<file path="src/hw/clock_startup_pkg.sv">
package clock_startup_pkg;

	// ------------------------------------------------------------
	// Register map
	// ------------------------------------------------------------
	localparam logic [7:0] FUSE_OFFSET = 8'h00;
	localparam logic [7:0] CTRL_OFFSET = 8'h04;
	localparam logic [7:0] STATUS_OFFSET = 8'h08;

	// ------------------------------------------------------------
	// Field positions
	// ------------------------------------------------------------
	localparam int FUSE_SEL_LSB = 0;
	localparam int FUSE_SUT_LSB = 4;
	localparam int FUSE_DIV_BIT = 6;
	localparam int CTRL_SLEEP_BIT = 0;
	localparam int CTRL_DEEP_BIT = 1;
	localparam int CTRL_CONV_OFF_BIT = 2;
	localparam int STAT_STATE_LSB = 0;
	localparam int STAT_SRC_LSB = 4;
	localparam int STAT_RANGE_LSB = 8;
	localparam int STAT_NOIRQ_BIT = 12;

	// ------------------------------------------------------------
	// Fuse encodings (one = unprogrammed, zero = programmed)
	// ------------------------------------------------------------
	localparam logic [3:0] SEL_RC128 = 4'h3;
	localparam logic [3:0] SEL_RC_CAL = 4'h2;
	localparam logic [3:0] SEL_RESERVED = 4'h1;
	localparam logic [3:0] SEL_EXTERNAL = 4'h0;
	localparam logic [3:0] SEL_FULL_SWING_LO = 4'h6;
	localparam logic [3:0] SEL_LOW_FREQ_LO = 4'h4;
	localparam logic [3:0] SEL_LOW_POWER_LO = 4'h8;
	localparam logic FUSE_PROGRAMMED = 1'b0;

	// ------------------------------------------------------------
	// Reset values
	// ------------------------------------------------------------
	localparam logic [3:0] SEL_RESET = 4'h2;
	localparam logic [1:0] SUT_RESET = 2'h2;
	localparam logic DIV_RESET = 1'b0;
	localparam logic [2:0] CTRL_RESET = 3'h0;

	// ------------------------------------------------------------
	// Timing counts, in cycles of the counted oscillator
	// ------------------------------------------------------------
	localparam int TOUT_SHORT = 512;
	localparam int TOUT_LONG = 8192;
	localparam int SU_258 = 258;
	localparam int SU_1K = 1024;
	localparam int SU_16K = 16384;
	localparam int SU_32K = 32768;
	localparam int SU_EXT = 6;
	localparam int SU_RESET_EXTRA = 14;
	localparam int SU_LF_EXTRA = 4;
	localparam int DIV_RATIO = 8;

	typedef struct packed {
		logic div8;
		logic [1:0] startup_time_fuses;
		logic [3:0] sel;
	} fuse_s;

	typedef struct packed {
		logic core;
		logic peripheral;
		logic program_memory;
		logic async_timer;
		logic converter;
	} clock_gate_s;

	typedef enum logic [2:0] {
		src_low_power,
		src_full_swing,
		src_low_freq,
		src_rc128,
		src_rc_cal,
		src_external,
		src_reserved
	} source_e;

endpackage

</file>
<file path="src/hw/clock_source_startup_sequencer.sv">
// Function
// - Decode clock select fuses into source class
// - Fuse one is unprogrammed, zero programmed
// - Default: calibrated RC, divide by eight, STARTUP_TIME_FUSES 10
// - Programmed divide fuse divides source by eight
// - Extra time-out after other resets release
// - Time-out counts watchdog cycles, fuse chosen
// - Time-out lengths 0, 512 or 8192
// - Ripple count of oscillator cycles holds reset
// - Reset: time-out plus start-up; deep wake: start-up only; idle wake: neither
// - Low power range from select bits 2:1
// - Select bit zero clear start-up table
// - Select bit zero set start-up table
// - Independent gates per clock domain
// - Program memory clock follows core clock
// - Async timer clock runs during sleep
// - Converter clock stays while core halted
// - Wake level dropped early: wake, no interrupt
// - Start-up counts from 6 up to 32K
`timescale 1ns/100ps
module clock_source_startup_sequencer
	import clock_startup_pkg::*;
#(
	parameter int TIMEOUT_LONG = clock_startup_pkg::TOUT_LONG,
	parameter int STARTUP_16K = clock_startup_pkg::SU_16K,
	parameter int STARTUP_32K = clock_startup_pkg::SU_32K
)
(
	input wire logic clock,
	input wire logic srst,
	input wire logic wb_cyc,
	input wire logic wb_stb,
	input wire logic wb_we,
	input wire logic [7:0] wb_adr,
	input wire logic [3:0] wb_sel,
	input wire logic [31:0] wb_dat_w,
	output logic [31:0] wb_dat_r,
	output logic wb_ack,
	input wire logic other_reset_active,
	input wire logic watchdog_osc,
	input wire logic selected_osc,
	input wire logic wake_level,
	output logic internal_reset,
	output logic system_tick,
	output clock_startup_pkg::clock_gate_s gates,
	output logic wake_interrupt
);

	typedef enum logic [2:0] {
		st_hold,
		st_timeout,
		st_startup,
		st_run,
		st_sleep
	} seq_e;

	// ------------------------------------------------------------
	// Input synchronisers, three stages, filtered on agreement
	// ------------------------------------------------------------
	logic [3:0] pin_raw;
	logic [3:0] s1_q;
	logic [3:0] s2_q;
	logic [3:0] s3_q;
	logic [3:0] pin_q;
	logic [3:0] pin_prev_q;
	logic ext_reset;
	logic wdt_edge;
	logic osc_edge;
	logic wake_in;

	assign pin_raw = {wake_level, selected_osc, watchdog_osc,
		other_reset_active};

	always_ff @(posedge clock)
	begin
		if (srst)
		begin
			s1_q <= 4'h0;
			s2_q <= 4'h0;
			s3_q <= 4'h0;
		end
		else
		begin
			s1_q <= pin_raw;
			s2_q <= s1_q;
			s3_q <= s2_q;
		end
	end

	generate
		for (genvar i = 0; i < 4; i++)
		begin : g_filter
			always_ff @(posedge clock)
			begin
				if (srst)
					pin_q[i] <= 1'b0;
				else if (s2_q[i] == s3_q[i])
					pin_q[i] <= s3_q[i];
			end
		end
	endgenerate

	always_ff @(posedge clock)
	begin
		if (srst)
			pin_prev_q <= 4'h0;
		else
			pin_prev_q <= pin_q;
	end

	assign ext_reset = pin_q[0];
	assign wdt_edge = pin_q[1] & ~pin_prev_q[1];
	assign osc_edge = pin_q[2] & ~pin_prev_q[2];
	assign wake_in = pin_q[3];

	// ------------------------------------------------------------
	// Registers and Wishbone slave
	// ------------------------------------------------------------
	fuse_s fuse_reg_q;
	fuse_s fuse_q;
	logic [2:0] ctrl_q;
	logic wake_noirq_q;
	seq_e state_q;
	source_e src_q;
	logic [1:0] range_q;
	logic wb_req;
	logic wr_ok;

	assign wb_req = wb_cyc & wb_stb & ~wb_ack;
	assign wr_ok = wb_req & wb_we & wb_sel[0];

	always_ff @(posedge clock)
	begin
		if (srst)
			fuse_reg_q <= '{div8: DIV_RESET, startup_time_fuses: SUT_RESET,
				sel: SEL_RESET};
		else if (wr_ok && wb_adr == FUSE_OFFSET)
			fuse_reg_q <= fuse_s'(wb_dat_w[6:0]);
	end

	always_ff @(posedge clock)
	begin
		if (srst)
			ctrl_q <= CTRL_RESET;
		else if (wr_ok && wb_adr == CTRL_OFFSET)
			ctrl_q <= wb_dat_w[2:0];
		else if (state_q == st_sleep && wake_in)
			ctrl_q[CTRL_SLEEP_BIT] <= 1'b0;
	end

	always_ff @(posedge clock)
	begin
		if (srst)
			wb_ack <= 1'b0;
		else
			wb_ack <= wb_req;
	end

	always_ff @(posedge clock)
	begin
		if (srst)
			wb_dat_r <= 32'h0000_0000;
		else if (wb_req && !wb_we)
		begin
			wb_dat_r <= 32'h0000_0000;
			unique case (wb_adr)
				FUSE_OFFSET: wb_dat_r[6:0] <= fuse_reg_q;
				CTRL_OFFSET: wb_dat_r[2:0] <= ctrl_q;
				STATUS_OFFSET:
				begin
					wb_dat_r[STAT_STATE_LSB +: 3] <= state_q;
					wb_dat_r[STAT_SRC_LSB +: 3] <= src_q;
					wb_dat_r[STAT_RANGE_LSB +: 2] <= range_q;
					wb_dat_r[STAT_NOIRQ_BIT] <= wake_noirq_q;
				end
				default: wb_dat_r <= 32'h0000_0000;
			endcase
		end
	end

	// ------------------------------------------------------------
	// Fuse decode
	// ------------------------------------------------------------
	source_e src_d;
	logic [13:0] tout_d;
	logic [15:0] su_wake_d;
	logic [15:0] su_reset_d;

	always_comb
	begin
		if (fuse_q.sel >= SEL_LOW_POWER_LO)
			src_d = src_low_power;
		else if (fuse_q.sel >= SEL_FULL_SWING_LO)
			src_d = src_full_swing;
		else if (fuse_q.sel >= SEL_LOW_FREQ_LO)
			src_d = src_low_freq;
		else if (fuse_q.sel == SEL_RC128)
			src_d = src_rc128;
		else if (fuse_q.sel == SEL_RC_CAL)
			src_d = src_rc_cal;
		else if (fuse_q.sel == SEL_EXTERNAL)
			src_d = src_external;
		else
			src_d = src_reserved;
	end

	always_comb
	begin
		tout_d = 14'(0);
		su_wake_d = 16'(SU_EXT);
		su_reset_d = 16'(SU_EXT);
		if (src_d == src_low_power || src_d == src_full_swing)
		begin
			unique case ({fuse_q.sel[0], fuse_q.startup_time_fuses})
				3'h0: begin su_wake_d = 16'(SU_258);
					tout_d = 14'(TOUT_SHORT); end
				3'h1: begin su_wake_d = 16'(SU_258);
					tout_d = 14'(TIMEOUT_LONG); end
				3'h2: su_wake_d = 16'(SU_1K);
				3'h3: begin su_wake_d = 16'(SU_1K);
					tout_d = 14'(TOUT_SHORT); end
				3'h4: begin su_wake_d = 16'(SU_1K);
					tout_d = 14'(TIMEOUT_LONG); end
				3'h5: su_wake_d = 16'(STARTUP_16K);
				3'h6: begin su_wake_d = 16'(STARTUP_16K);
					tout_d = 14'(TOUT_SHORT); end
				3'h7: begin su_wake_d = 16'(STARTUP_16K);
					tout_d = 14'(TIMEOUT_LONG); end
			endcase
			su_reset_d = su_wake_d + 16'(SU_RESET_EXTRA);
		end
		else
		begin
			unique case (fuse_q.startup_time_fuses)
				2'h0: tout_d = 14'(0);
				2'h1: tout_d = 14'(TOUT_SHORT);
				default: tout_d = 14'(TIMEOUT_LONG);
			endcase
			if (src_d == src_low_freq)
			begin
				su_wake_d = fuse_q.sel[0] ? 16'(STARTUP_32K - 1)
					: 16'(SU_1K);
				su_reset_d = su_wake_d + 16'(SU_LF_EXTRA);
			end
		end
	end

	always_ff @(posedge clock)
	begin
		if (srst)
		begin
			src_q <= src_rc_cal;
			range_q <= 2'h0;
		end
		else
		begin
			src_q <= src_d;
			range_q <= (src_d == src_low_power) ?
				fuse_q.sel[2:1] : 2'h0;
		end
	end

	// ------------------------------------------------------------
	// Start-up sequencer
	// ------------------------------------------------------------
	logic [13:0] wdt_cnt_q;
	logic [15:0] osc_cnt_q;
	logic [15:0] su_target_q;
	logic from_reset_q;

	always_ff @(posedge clock)
	begin
		if (srst)
			fuse_q <= '{div8: DIV_RESET, startup_time_fuses: SUT_RESET,
				sel: SEL_RESET};
		else if (state_q == st_hold && !ext_reset)
			fuse_q <= fuse_reg_q;
	end

	always_ff @(posedge clock)
	begin
		if (srst)
			state_q <= st_hold;
		else if (ext_reset)
			state_q <= st_hold;
		else
		begin
			unique case (state_q)
				st_hold: state_q <= st_timeout;
				st_timeout:
					if (wdt_cnt_q >= tout_d)
						state_q <= st_startup;
				st_startup:
					if (osc_cnt_q >= su_target_q)
						state_q <= st_run;
				st_run:
					if (ctrl_q[CTRL_SLEEP_BIT])
						state_q <= st_sleep;
				st_sleep:
					if (wake_in)
						state_q <= ctrl_q[CTRL_DEEP_BIT] ?
							st_startup : st_run;
			endcase
		end
	end

	always_ff @(posedge clock)
	begin
		if (srst)
			from_reset_q <= 1'b1;
		else if (ext_reset || state_q == st_hold)
			from_reset_q <= 1'b1;
		else if (state_q == st_run)
			from_reset_q <= 1'b0;
	end

	always_ff @(posedge clock)
	begin
		if (srst || state_q != st_timeout)
			wdt_cnt_q <= 14'h0000;
		else if (wdt_edge)
			wdt_cnt_q <= wdt_cnt_q + 14'h0001;
	end

	always_ff @(posedge clock)
	begin
		if (srst || state_q != st_startup)
			osc_cnt_q <= 16'h0000;
		else if (osc_edge)
			osc_cnt_q <= osc_cnt_q + 16'h0001;
	end

	always_ff @(posedge clock)
	begin
		if (srst)
			su_target_q <= 16'(SU_EXT);
		else if (state_q == st_timeout)
			su_target_q <= su_reset_d;
		else if (state_q == st_sleep)
			su_target_q <= su_wake_d;
	end

	always_ff @(posedge clock)
	begin
		if (srst)
			internal_reset <= 1'b1;
		else
			internal_reset <= state_q inside {st_hold, st_timeout,
				st_startup} && from_reset_q;
	end

	// ------------------------------------------------------------
	// Wake interrupt qualification
	// ------------------------------------------------------------
	logic startup_done;

	assign startup_done = state_q == st_startup && !from_reset_q
		&& osc_cnt_q >= su_target_q && !ext_reset;

	always_ff @(posedge clock)
	begin
		if (srst)
			wake_interrupt <= 1'b0;
		else
			wake_interrupt <= (startup_done && wake_in)
				|| (state_q == st_sleep && wake_in
				&& !ctrl_q[CTRL_DEEP_BIT]);
	end

	always_ff @(posedge clock)
	begin
		if (srst)
			wake_noirq_q <= 1'b0;
		else if (startup_done)
			wake_noirq_q <= ~wake_in;
	end

	// ------------------------------------------------------------
	// Divider and clock gates
	// ------------------------------------------------------------
	logic [2:0] div_cnt_q;

	always_ff @(posedge clock)
	begin
		if (srst)
			div_cnt_q <= 3'h0;
		else if (osc_edge)
			div_cnt_q <= div_cnt_q + 3'h1;
	end

	always_ff @(posedge clock)
	begin
		if (srst)
			system_tick <= 1'b0;
		else if (fuse_q.div8 == FUSE_PROGRAMMED)
			system_tick <= osc_edge && div_cnt_q == 3'(DIV_RATIO - 1);
		else
			system_tick <= osc_edge;
	end

	always_ff @(posedge clock)
	begin
		if (srst)
			gates <= '0;
		else
		begin
			gates.core <= state_q == st_run;
			gates.program_memory <= state_q == st_run;
			gates.peripheral <= state_q == st_run
				|| (state_q == st_sleep && !ctrl_q[CTRL_DEEP_BIT]);
			gates.async_timer <= 1'b1;
			gates.converter <= !ctrl_q[CTRL_CONV_OFF_BIT];
		end
	end
endmodule

</file>
<file path="config.mk">
export PLATFORM = sky130hd
export DESIGN_NAME = clock_source_startup_sequencer
export DESIGN_NICKNAME = d
export VERILOG_FILES = /design/src/hw/clock_startup_pkg.sv /design/src/hw/clock_source_startup_sequencer.sv
export SDC_FILE = /design/constraint.sdc
export NUM_CORES = 1
export LEC_CHECK = 0
export ABC_AREA = 1
export BUFFER_PORTS_ARGS = -buffer_cell sky130_fd_sc_hd__buf_2
export CAP_MARGIN = 20
export CORE_MARGIN = 4
export CORE_UTILIZATION = 45
export CTS_CLUSTER_SIZE = 40
export DETAILED_ROUTE_END_ITERATION = 16
export HOLD_SLACK_MARGIN = 0.08
export PLACE_DENSITY = 0.69
export SLEW_MARGIN = 20
export SYNTH_ARGS = -nofsm -noshare
export SYNTH_HDL_FRONTEND = slang
export SYNTH_SLANG_ARGS = --single-unit
</file>
<file path="constraint.sdc">
create_clock -name clock -period 5.55 [get_ports clock]
set_clock_uncertainty 0.1 [all_clocks]
set_input_delay 1.11 -clock clock [delete_from_list [all_inputs] [get_ports clock]]
set_output_delay 1.11 -clock clock [all_outputs]
set_load 0.05 [all_outputs]
</file>
==> results of run 1 <==
## cells in the mapped netlist, types with 2 or more instances
library cell	n	area share, %
sky130_fd_sc_hd__o211ai_1	9	1.3
sky130_fd_sc_hd__a21oi_1	55	5.4
sky130_fd_sc_hd__nand4_1	7	0.86
sky130_fd_sc_hd__o21a_1	2	0.30
sky130_fd_sc_hd__buf_6	2	0.44
sky130_fd_sc_hd__inv_1	89	6.6
sky130_fd_sc_hd__nor3_1	9	0.89
sky130_fd_sc_hd__nor2_1	97	7.2
sky130_fd_sc_hd__inv_2	7	0.52
sky130_fd_sc_hd__buf_1	2	0.15
sky130_fd_sc_hd__nand2_1	134	9.9
sky130_fd_sc_hd__clkbuf_1	7	0.52
sky130_fd_sc_hd__buf_4	23	3.4
sky130_fd_sc_hd__o21ai_0	31	3.1
sky130_fd_sc_hd__or2_2	3	0.37
sky130_fd_sc_hd__o22ai_1	3	0.37
sky130_fd_sc_hd__dfxtp_1	106	42
sky130_fd_sc_hd__nand2_2	4	0.49
sky130_fd_sc_hd__nand3_2	2	0.39
sky130_fd_sc_hd__nor2_4	7	1.6
sky130_fd_sc_hd__a211oi_1	2	0.30
sky130_fd_sc_hd__or2_0	5	0.62
sky130_fd_sc_hd__nor3_2	3	0.59
sky130_fd_sc_hd__nand3_1	31	3.1
sky130_fd_sc_hd__nor2_2	8	0.99
sky130_fd_sc_hd__xor2_1	2	0.34
sky130_fd_sc_hd__ha_1	23	5.7
## cells by family (layout without fill, tap and decap cells)
kind of cell	Yosys count	in the layout
and+or+nand+nor	314	314
buffers and inverters	132	155
AOI/OAI and AO/OA	111	111
DFF	106	106
adders and majority gates	23	23
xor gates and xnor gates	3	3
other	1	22
## sequential cells by signal, indices dropped and copies added, names as in the netlist, 7 cells and up
name,flops
su_target_q,10
wb_dat_r,10
fuse_reg_q,7
wdt_cnt_q,14
fuse_q,7
osc_cnt_q,16
## metrics by stage
stage	total power [mW]	utilization, %	hold WS, ps
finish	2.03	51.4	300
global route	2.17	51.4	316
CTS	2.04	51.4	302
detailed placement	1.41	48.7	294
global placement	1.39	48.7	289
floorplan	1.32	-	288
## tightest hold or removal path: cells and delay by family (launching register included)
kind,cells,cell delay (ps)
and+or+nand+nor,1,30
DFF,1,300
buffers and inverters,1,40
## report_power, final
group          switching [mW]  internal, mW
combinational           0.354         0.157
sequential             0.0500         0.833
clock                   0.266         0.370
total                   0.670          1.36
## final timing paths
| check | startpoint | endpoint | slack (ps) | cells past startpoint |
|---|---|---|---|---|
| worst min-delay path | s1_q[0] | s2_q[0] | 300 | 2 |
| worst max register to register | fuse_q[3] | state_q[2] | 3250 | 13 |
| worst min register to register | s1_q[0] | s2_q[0] | 300 | 2 |
| worst max-delay path | wb_stb | wb_dat_r[6] | 3100 | 11 |
## routing by layer
layer	GRT usage, %	up-vias	wire length, um
met4	6.81	0	248
met1	20.4	1967	4750
met5	0	-	0
met3	3.01	19	478
li1	-	2240	-
met2	28.3	107	5010
## layout make-up
type,instances,share of cell area [%]
tap,140,3.12
clock inverter,2,0.668
clock buffer,12,4.57
timing repair buffer,44,3.97
multi-input combinational,473,43.4
inverter,97,6.53
sequential,106,37.8
==> flow_summary.toml, run 1 <==
[outcome]
outcome = "finished clean"

[critical_path]
timing.critical_path.max_delay_family = "simple AND/OR/NAND/NOR gates"
arrival_ps = 2640
cp.buffers_inverters = 4
critical_path.cell_chain = "buf_2, nand2_1, nor2_1, inv_1, nor2_1, inv_1, nor2_1, nand2_1, nand3_1, nand2_1, inv_1"
critical_path.max_stage_delay_ps = 390
worst_setup_path_class = "primary input to register"
critical_path.slowest_cell = "sky130_fd_sc_hd__nor2_1"
worstSetupStartpointType = "primary input"
critical_path.endpoint_type = "register"
timing.critical_path.fanout_max = 11
worstPathRequired_ps = 5740

[global_route]
first_global_vias = 3995
antenna_violations_before_repair = 0
wire_length_of_the_first_global_routing_pass_um = 17700
grtUsageTotal_pct = 16.5
grt_max_degree = 33
overflow = 0

[place]
weighted_congestion_reported_at_the_end_of_routability_driven_placement = 0.861
final_hpwl_dp_um = 7830
pre_cts_ws_ps = 2720
dp.cells = 860
dpl-instance-area_um2 = 5320
numPortBuffers = 43

[timing]
rsz0062_at_grt = "false"
fmax_ghz = 0.408
finalCritPeriodShare_pct = 44.2
tns_ps = 0
timing_max_transition_violations_final = 0
hold_violations = 0
final-setup-viol-count = 0
post-route-worst-setup-slack_ps = 3100
worst_slew_pin_slew_ps = 929
timing.slew.headroom_pct = 38.0
fin_crit_ps = 2450

[layout]
antenna_diode_count = 0
final_layout_size_suffix_gt1_share_pct = 13.4
fin_area_um2 = 5620
final.fill_count = 1076
syn_to_final_growth_pct = 10.6
final_common_cell = "sky130_fd_sc_hd__nand2_1"
num-nets-final = 807
multi_input_comb_area_um2 = 2440
instances_no_fill = 874
most_used_cells_in_the_layout_excluding_fill_and_tap_cells = "134 x sky130_fd_sc_hd__nand2_1, 106 x sky130_fd_sc_hd__dfxtp_1, 97 x sky130_fd_sc_hd__nor2_1, 89 x sky130_fd_sc_hd__inv_1, 55 x sky130_fd_sc_hd__a21oi_1"
area.sequential_um2 = 2120

[logic_synthesis]
synth_fa_ha_area_share_pct = 5.67
post_synth_mux_area_share_pct = 0
syn_area_um2 = 5080
synthSimpleGateAreaFrac_pct = 27.7
synth_cells = 690
synth_warnings = 0
synth_top_family_by_area = "simple AND/OR/NAND/NOR gates"
synth_compound_gate_area_share_pct = 12.4
post_synth_xor_area_fraction_pct = 0.517
postSynth.topFlopCell = "sky130_fd_sc_hd__dfxtp_1"
ys_async_sr_fraction_pct = 0
synthesis.area_per_instance_um2 = 7.36
yosysSeqAreaShare_pct = 41.8
synth_enable_flop_cells = 0
ys_seq_elements = 106
synth_cell_type_count = 44

[floorplanning]
std_cell_rows = 38
fp.dieH_um = 114
core_region_area_um2 = 10900
initial_cell_density_of_the_core_pct = 46.5
design.portCount = 94
chipWidth_um = 114
die-area_um2 = 13100

[routing]
detail_route.wl_per_cell_um = 12.0
detailroute.via_count = 4333
vias_per_cell = 4.96
drc = 0
final_antenna_net_count = 0
finalWirelength_um = 10500
drtPass1Iterations = 4
drtIter0Drc = 190

[job]
maxCapViolations = 0

[clocking]
post_cts_hold_buffer_count = 0
postCtsSetupRepairBufs = 0
cts_resized = 0
cts.clk_slew.worst_paths_ps = 60
cts_buffers = 9
clockRootBuffer = "sky130_fd_sc_hd__clkbuf_16"
cts.sinks = 106
cts.path.max_buffers = 2
clk_latency_ps = 350
cts_htree_levels = 3
cts_tree = "built"

[power_and_ir_drop]
cellLeakagePower_nw = 2.43
max-vdd-ir-drop_uv = 227
power-per-cell-area_nw_per_um2 = 361

[hold_path]
worst_hold_path_type = "register to register"
Note: power is estimated with default switching activity, not from simulation.
==> run 2, diff against run 1 <==
- clock period: 5.55 -> 2.4 ns (I/O delays scaled with it)
==> run 2 against run 1 <==
Net effect:
- non-clock buffer count grew 6
- worst setup slack lost 2900 ps
- register-to-register slack got worse by 3000 ps
- count of clock-buffer cells in the layout decreased by 3
- clock power rose by 120%
- global-route usage down 0.061 points
- sequential cell count unchanged
- critical path depth increased by 2
- via count shrank 0.76%
- core utilization grew 0.70 points
- critical path type is now register to register
==> flow_summary.toml, run 2 (synthesis results as in run 1) <==
[global_route]
grtUsageMet1_pct = 20.4
overflow = 0
met2_usage_pct = 28.3
grtUsageTotal_pct = 16.5
wire_length_of_the_first_global_routing_pass_um = 17800
first_global_vias = 4131
top_usage_layer = "met2"
antenna_violations_before_repair = 0
global_route.usage.met3_pct = 4.12
grt_max_degree = 23

[clocking]
cts_tree = "built"
cts.clk_slew.worst_paths_ps = 80
clockRootBuffer = "sky130_fd_sc_hd__clkbuf_16"
cts.path.max_buffers = 2
cts_buffers = 9
cts.sinks = 106
clk_latency_ps = 350
cts_htree_levels = 3

[timing]
worst_slew_pin_slew_ps = 552
timing.slew.headroom_pct = 63.1
post-route-worst-setup-slack_ps = 242
finalCritPeriodShare_pct = 89.9
fmax_ghz = 0.463
fin_crit_ps = 2160
final-setup-viol-count = 0
timing_max_transition_violations_final = 0
hold_violations = 0

[layout]
antenna_diode_count = 0
final_common_cell = "sky130_fd_sc_hd__nand2_1"
most_used_cells_in_the_layout_excluding_fill_and_tap_cells = "134 x sky130_fd_sc_hd__nand2_1, 103 x sky130_fd_sc_hd__dfxtp_1, 95 x sky130_fd_sc_hd__nor2_1, 89 x sky130_fd_sc_hd__inv_1, 55 x sky130_fd_sc_hd__a21oi_1"
largest_register_ffs = 16
largest-register = "osc_cnt_q"
num-nets-final = 813
fin_area_um2 = 5690
syn_to_final_growth_pct = 12.1
top_regs = "osc_cnt_q (16), wdt_cnt_q (14)"
final_layout_size_suffix_gt1_share_pct = 15.0

[routing]
vias_per_cell = 4.88
drtPass1Iterations = 5
drtIter0Drc = 273
drc = 0
finalWirelength_um = 10500
detail_route.wl_per_cell_um = 11.9
final_antenna_net_count = 0
detailroute.via_count = 4300

[critical_path]
arrival_ps = 2310
r2r_end = "state_q[2]"
regToRegStartpoint = "fuse_q[3]"
timing.critical_path.fanout_max = 7
timing.critical_path.to = "state_q[2]"
worstSetupStartpointType = "register"
critical_path.endpoint_type = "register"
worst_setup_path_class = "register to register"
ff2ff_setup_slack_ps = 240
worstPathRequired_ps = 2550
reg2regPathDepth = 13
critPathLaunch = "fuse_q[3]"

[job]
maxCapViolations = 0

[place]
numPortBuffers = 43
dpl-instance-area_um2 = 5370
weighted_congestion_reported_at_the_end_of_routability_driven_placement = 0.906
final_hpwl_dp_um = 8000
pre_cts_ws_ps = 109

[floorplanning]
fp.dieH_um = 114
die-area_um2 = 13100
design.portCount = 94
core_region_area_um2 = 10900
initial_cell_density_of_the_core_pct = 46.5
std_cell_rows = 38
chipWidth_um = 114

[power_and_ir_drop]
cellLeakagePower_nw = 2.47
max-vdd-ir-drop_uv = 631
power-per-cell-area_nw_per_um2 = 835

[hold_path]
worst_hold_path_type = "primary input to register"

[outcome]
outcome = "finished clean"
==> run 2: how the worst min path moves through the flow <==
stage	startpoint	end	slack [ps]	cells past startpoint
floorplan	s1_q[0]	s2_q[0]	290	2
detailed placement	s1_q[0]	s2_q[0]	300	2
finish	wake_level	s1_q[3]	230	3
global placement	s1_q[3]	s2_q[3]	290	2
global route	other_reset_active	s1_q[0]	240	3
CTS	wake_level	s1_q[3]	230	3
==> run 2: timing repair <==
| action | in CTS | in global routing |
|---|---|---|
| hold buffers | 0 | 0 |
| resized for setup | 0 | 9 |
| buffers inserted | 0 | 2 |
| endpoints found under the setup margin | 0 | 3 |
==> run 2: final cells by class <==
| class | count | area [um2] |
|---|---|---|
| fillers | 1054 | 5240 |
| multi-input cells | 473 | 2460 |
| flip-flops and latches | 106 | 2130 |
| inverters | 97 | 367 |
| repair buffers | 50 | 280 |
| clock buffers | 9 | 225 |
| well taps | 140 | 175 |
| clock inverters | 6 | 61.3 |
==> run 2: per-stage QoR <==
| step | power [mW] | utilization [%] | TNS [ps] | hold WS, ps | std cells |
|---|---|---|---|---|---|
| 2_1_floorplan | 3.06 | - | 0 | 288 | 711 |
| 3_3_place_gp | 3.24 | 49.1 | 0 | 290 | 864 |
| 3_5_place_dp | 3.28 | 49.1 | 0 | 296 | 864 |
| 4_1_cts | 4.70 | 51.7 | 0 | 226 | 879 |
| 5_1_grt | 5.04 | 52.1 | -8.68 | 236 | 881 |
| 6_report | 4.75 | 52.1 | 0 | 231 | 881 |
==> run 2: critical path, stage by stage (launching register included) <==
cell                       delay, ps
sky130_fd_sc_hd__dfxtp_4         390
sky130_fd_sc_hd__nor2_4           50
sky130_fd_sc_hd__nor2_4          170
sky130_fd_sc_hd__nand2_1          70
sky130_fd_sc_hd__o221ai_1        170
sky130_fd_sc_hd__ha_1            290
sky130_fd_sc_hd__a21oi_1         150
sky130_fd_sc_hd__o21ai_0         100
sky130_fd_sc_hd__nor2_1           90
sky130_fd_sc_hd__nand3_1          90
sky130_fd_sc_hd__nand2_1         100
sky130_fd_sc_hd__inv_1            80
sky130_fd_sc_hd__a21oi_1         140
sky130_fd_sc_hd__nor2_1           60
==> run 2: metal layers <==
metal	up-vias	share of wire [%]
li1	2256	-
met1	1942	46
met2	89	49
met3	13	4.6
met4	0	1.3
met5	-	0
==> run 2: where the power goes <==
part | switching, mW | internal (mW) | total, mW
Sequential | 0.127 | 1.93 | 2.06
Clock | 0.698 | 0.724 | 1.42
Combinational | 0.852 | 0.420 | 1.27
Total | 1.68 | 3.08 | 4.75
==> run 3, diff against run 2 <==
- CORE_ASPECT_RATIO: not set -> 0.7
==> run 3 against run 2 <==
Net effect:
- critical path depth grew 2
- largest cell class unchanged
- register-to-register slack lost 110 ps
- non-clock buffer count grew 2
- largest power group unchanged
- highest routed layer unchanged
==> flow_summary.toml, run 3 (synthesis results as in run 1) <==
[floorplanning]
core_region_area_um2 = 11000
chipWidth_um = 135
design.portCount = 94
fp.dieH_um = 96.9
std_cell_rows = 32
die-area_um2 = 13100
initial_cell_density_of_the_core_pct = 46.1

[layout]
largest-register = "osc_cnt_q"
instances_no_fill = 897
largest_register_ffs = 16
final.fill_count = 1066
final_layout_size_suffix_gt1_share_pct = 15.5
multi_input_comb_area_um2 = 2460
syn_to_final_growth_pct = 12.8
top_regs = "osc_cnt_q (16), wdt_cnt_q (14)"
final_common_cell = "sky130_fd_sc_hd__nand2_1"
most_used_cells_in_the_layout_excluding_fill_and_tap_cells = "134 x sky130_fd_sc_hd__nand2_1, 103 x sky130_fd_sc_hd__dfxtp_1, 94 x sky130_fd_sc_hd__nor2_1, 89 x sky130_fd_sc_hd__inv_1, 55 x sky130_fd_sc_hd__a21oi_1"
area.sequential_um2 = 2130
antenna_diode_count = 0
num-nets-final = 815

[clocking]
cts.path.max_buffers = 2
cts_tree = "built"
clockRootBuffer = "sky130_fd_sc_hd__clkbuf_16"
cts_htree_levels = 3
cts.sinks = 106
cts_buffers = 9
clk_latency_ps = 350
cts.clk_slew.worst_paths_ps = 70

[critical_path]
reg2regPathDepth = 15
ff2ff_setup_slack_ps = 130
timing.critical_path.fanout_max = 8
worst_setup_path_class = "register to register"
critical_path.endpoint_type = "register"
worstPathRequired_ps = 2550
arrival_ps = 2420
regToRegStartpoint = "fuse_q[3]"
r2r_end = "state_q[2]"
worstSetupStartpointType = "register"

[job]
maxCapViolations = 0

[global_route]
wire_length_of_the_first_global_routing_pass_um = 18700
first_global_vias = 4018
grtUsageTotal_pct = 17.2
overflow = 0
antenna_violations_before_repair = 0
grt_max_degree = 25

[routing]
detail_route.wl_per_cell_um = 12.2
vias_per_cell = 4.84
drtPass1Iterations = 5
final_antenna_net_count = 0
detailroute.via_count = 4342
drc = 0
drtIter0Drc = 301
finalWirelength_um = 11000

[timing]
finalCritPeriodShare_pct = 94.6
final-setup-viol-count = 0
timing_max_transition_violations_final = 0
fmax_ghz = 0.440
hold_violations = 0
fin_crit_ps = 2270
fin_worst_hold_slack_ps = 222

[power_and_ir_drop]
max-vdd-ir-drop_uv = 554
fin_total_pwr_mw = 4.86
power-per-cell-area_nw_per_um2 = 848
cellLeakagePower_nw = 2.48

[outcome]
outcome = "finished clean"

[hold_path]
worstHoldPathCells = 3
hold-path-endpoint = "s1_q[2]"
worst_hold_path_type = "primary input to register"
hold_start = "selected_osc"

[place]
dp.cells = 880
weighted_congestion_reported_at_the_end_of_routability_driven_placement = 0.842
numPortBuffers = 43
final_hpwl_dp_um = 8390
==> run 3: cell types whose count changed in the layout (fill, tap and decap cells not counted), sizes merged <==
cell,delta
buf,+2
bufinv,+1
clkbuf,+1
clkinv,-1
==> run 3: metal layers <==
metal	global-route usage, %	up-vias	wire, um
met5	0	-	0
met3	4.73	12	617
li1	-	2266	-
met4	3.72	0	121
met1	25.0	1979	5540
met2	25.5	85	4680
==> run 3: power by group <==
| group | switching, mW | internal [mW] | leakage [nW] | total (mW) |
|---|---|---|---|---|
| Sequential | 0.132 | 1.93 | 0.862 | 2.06 |
| Combinational | 0.883 | 0.412 | 1.47 | 1.29 |
| Clock | 0.679 | 0.822 | 0.145 | 1.50 |
==> run 3: worst max-delay path by stage <==
stage / cells after the start / slack (ps) / from / end
final: 15 / 130 / fuse_q[3] / state_q[2]
after floorplan: 13 / 380 / fuse_q[2] / state_q[2]
after CTS: 16 / 4 / fuse_q[2] / state_q[2]
after detailed placement: 16 / 30 / fuse_q[2] / state_q[2]
after global placement: 13 / 140 / fuse_q[3] / state_q[2]
after global routing: 15 / -20 / fuse_q[3] / state_q[2]
==> run 3: stage by stage <==
stage	setup WS (ps)	util, %	setup TNS (ps)	cell area (um2)
finish	130	52.0	0	5730
global route	-19.3	52.0	-19.3	5730
CTS	3.67	51.7	0	5690
detailed placement	25.8	49.0	0	5390
global placement	143	49.0	0	5390
floorplan	377	-	0	5160
==> run 3: final cells by class <==
cell class	instances	area share (%)
clock buffers	10	4.00
clock inverters	6	1.24
inverters	97	6.40
multi-input cells	473	43.0
flip-flops and latches	106	37.1
well taps	153	3.34
repair buffers	52	4.93
==> run 3: critical path, cell delays in order, from the launching register on <==
cell and delay [ps]:
sky130_fd_sc_hd__dfxtp_2 400, sky130_fd_sc_hd__nor2_4 70, sky130_fd_sc_hd__nor2_4 190, sky130_fd_sc_hd__nand3_1 130
sky130_fd_sc_hd__o221ai_1 100, sky130_fd_sc_hd__ha_1 280, sky130_fd_sc_hd__inv_1 90, sky130_fd_sc_hd__nor2_2 40
sky130_fd_sc_hd__nand2_1 90, sky130_fd_sc_hd__nor2_1 40, sky130_fd_sc_hd__nor2_1 130, sky130_fd_sc_hd__nand3_2 120
sky130_fd_sc_hd__nand2_1 100, sky130_fd_sc_hd__inv_1 70, sky130_fd_sc_hd__a21oi_1 140, sky130_fd_sc_hd__nor2_1 60
==> run 3: repair_timing <==
item / CTS / global route
endpoints found under the setup margin: 0 / 3
resized for setup: 0 / 10
setup buffers: 0 / 1
hold buffers: 0 / 0
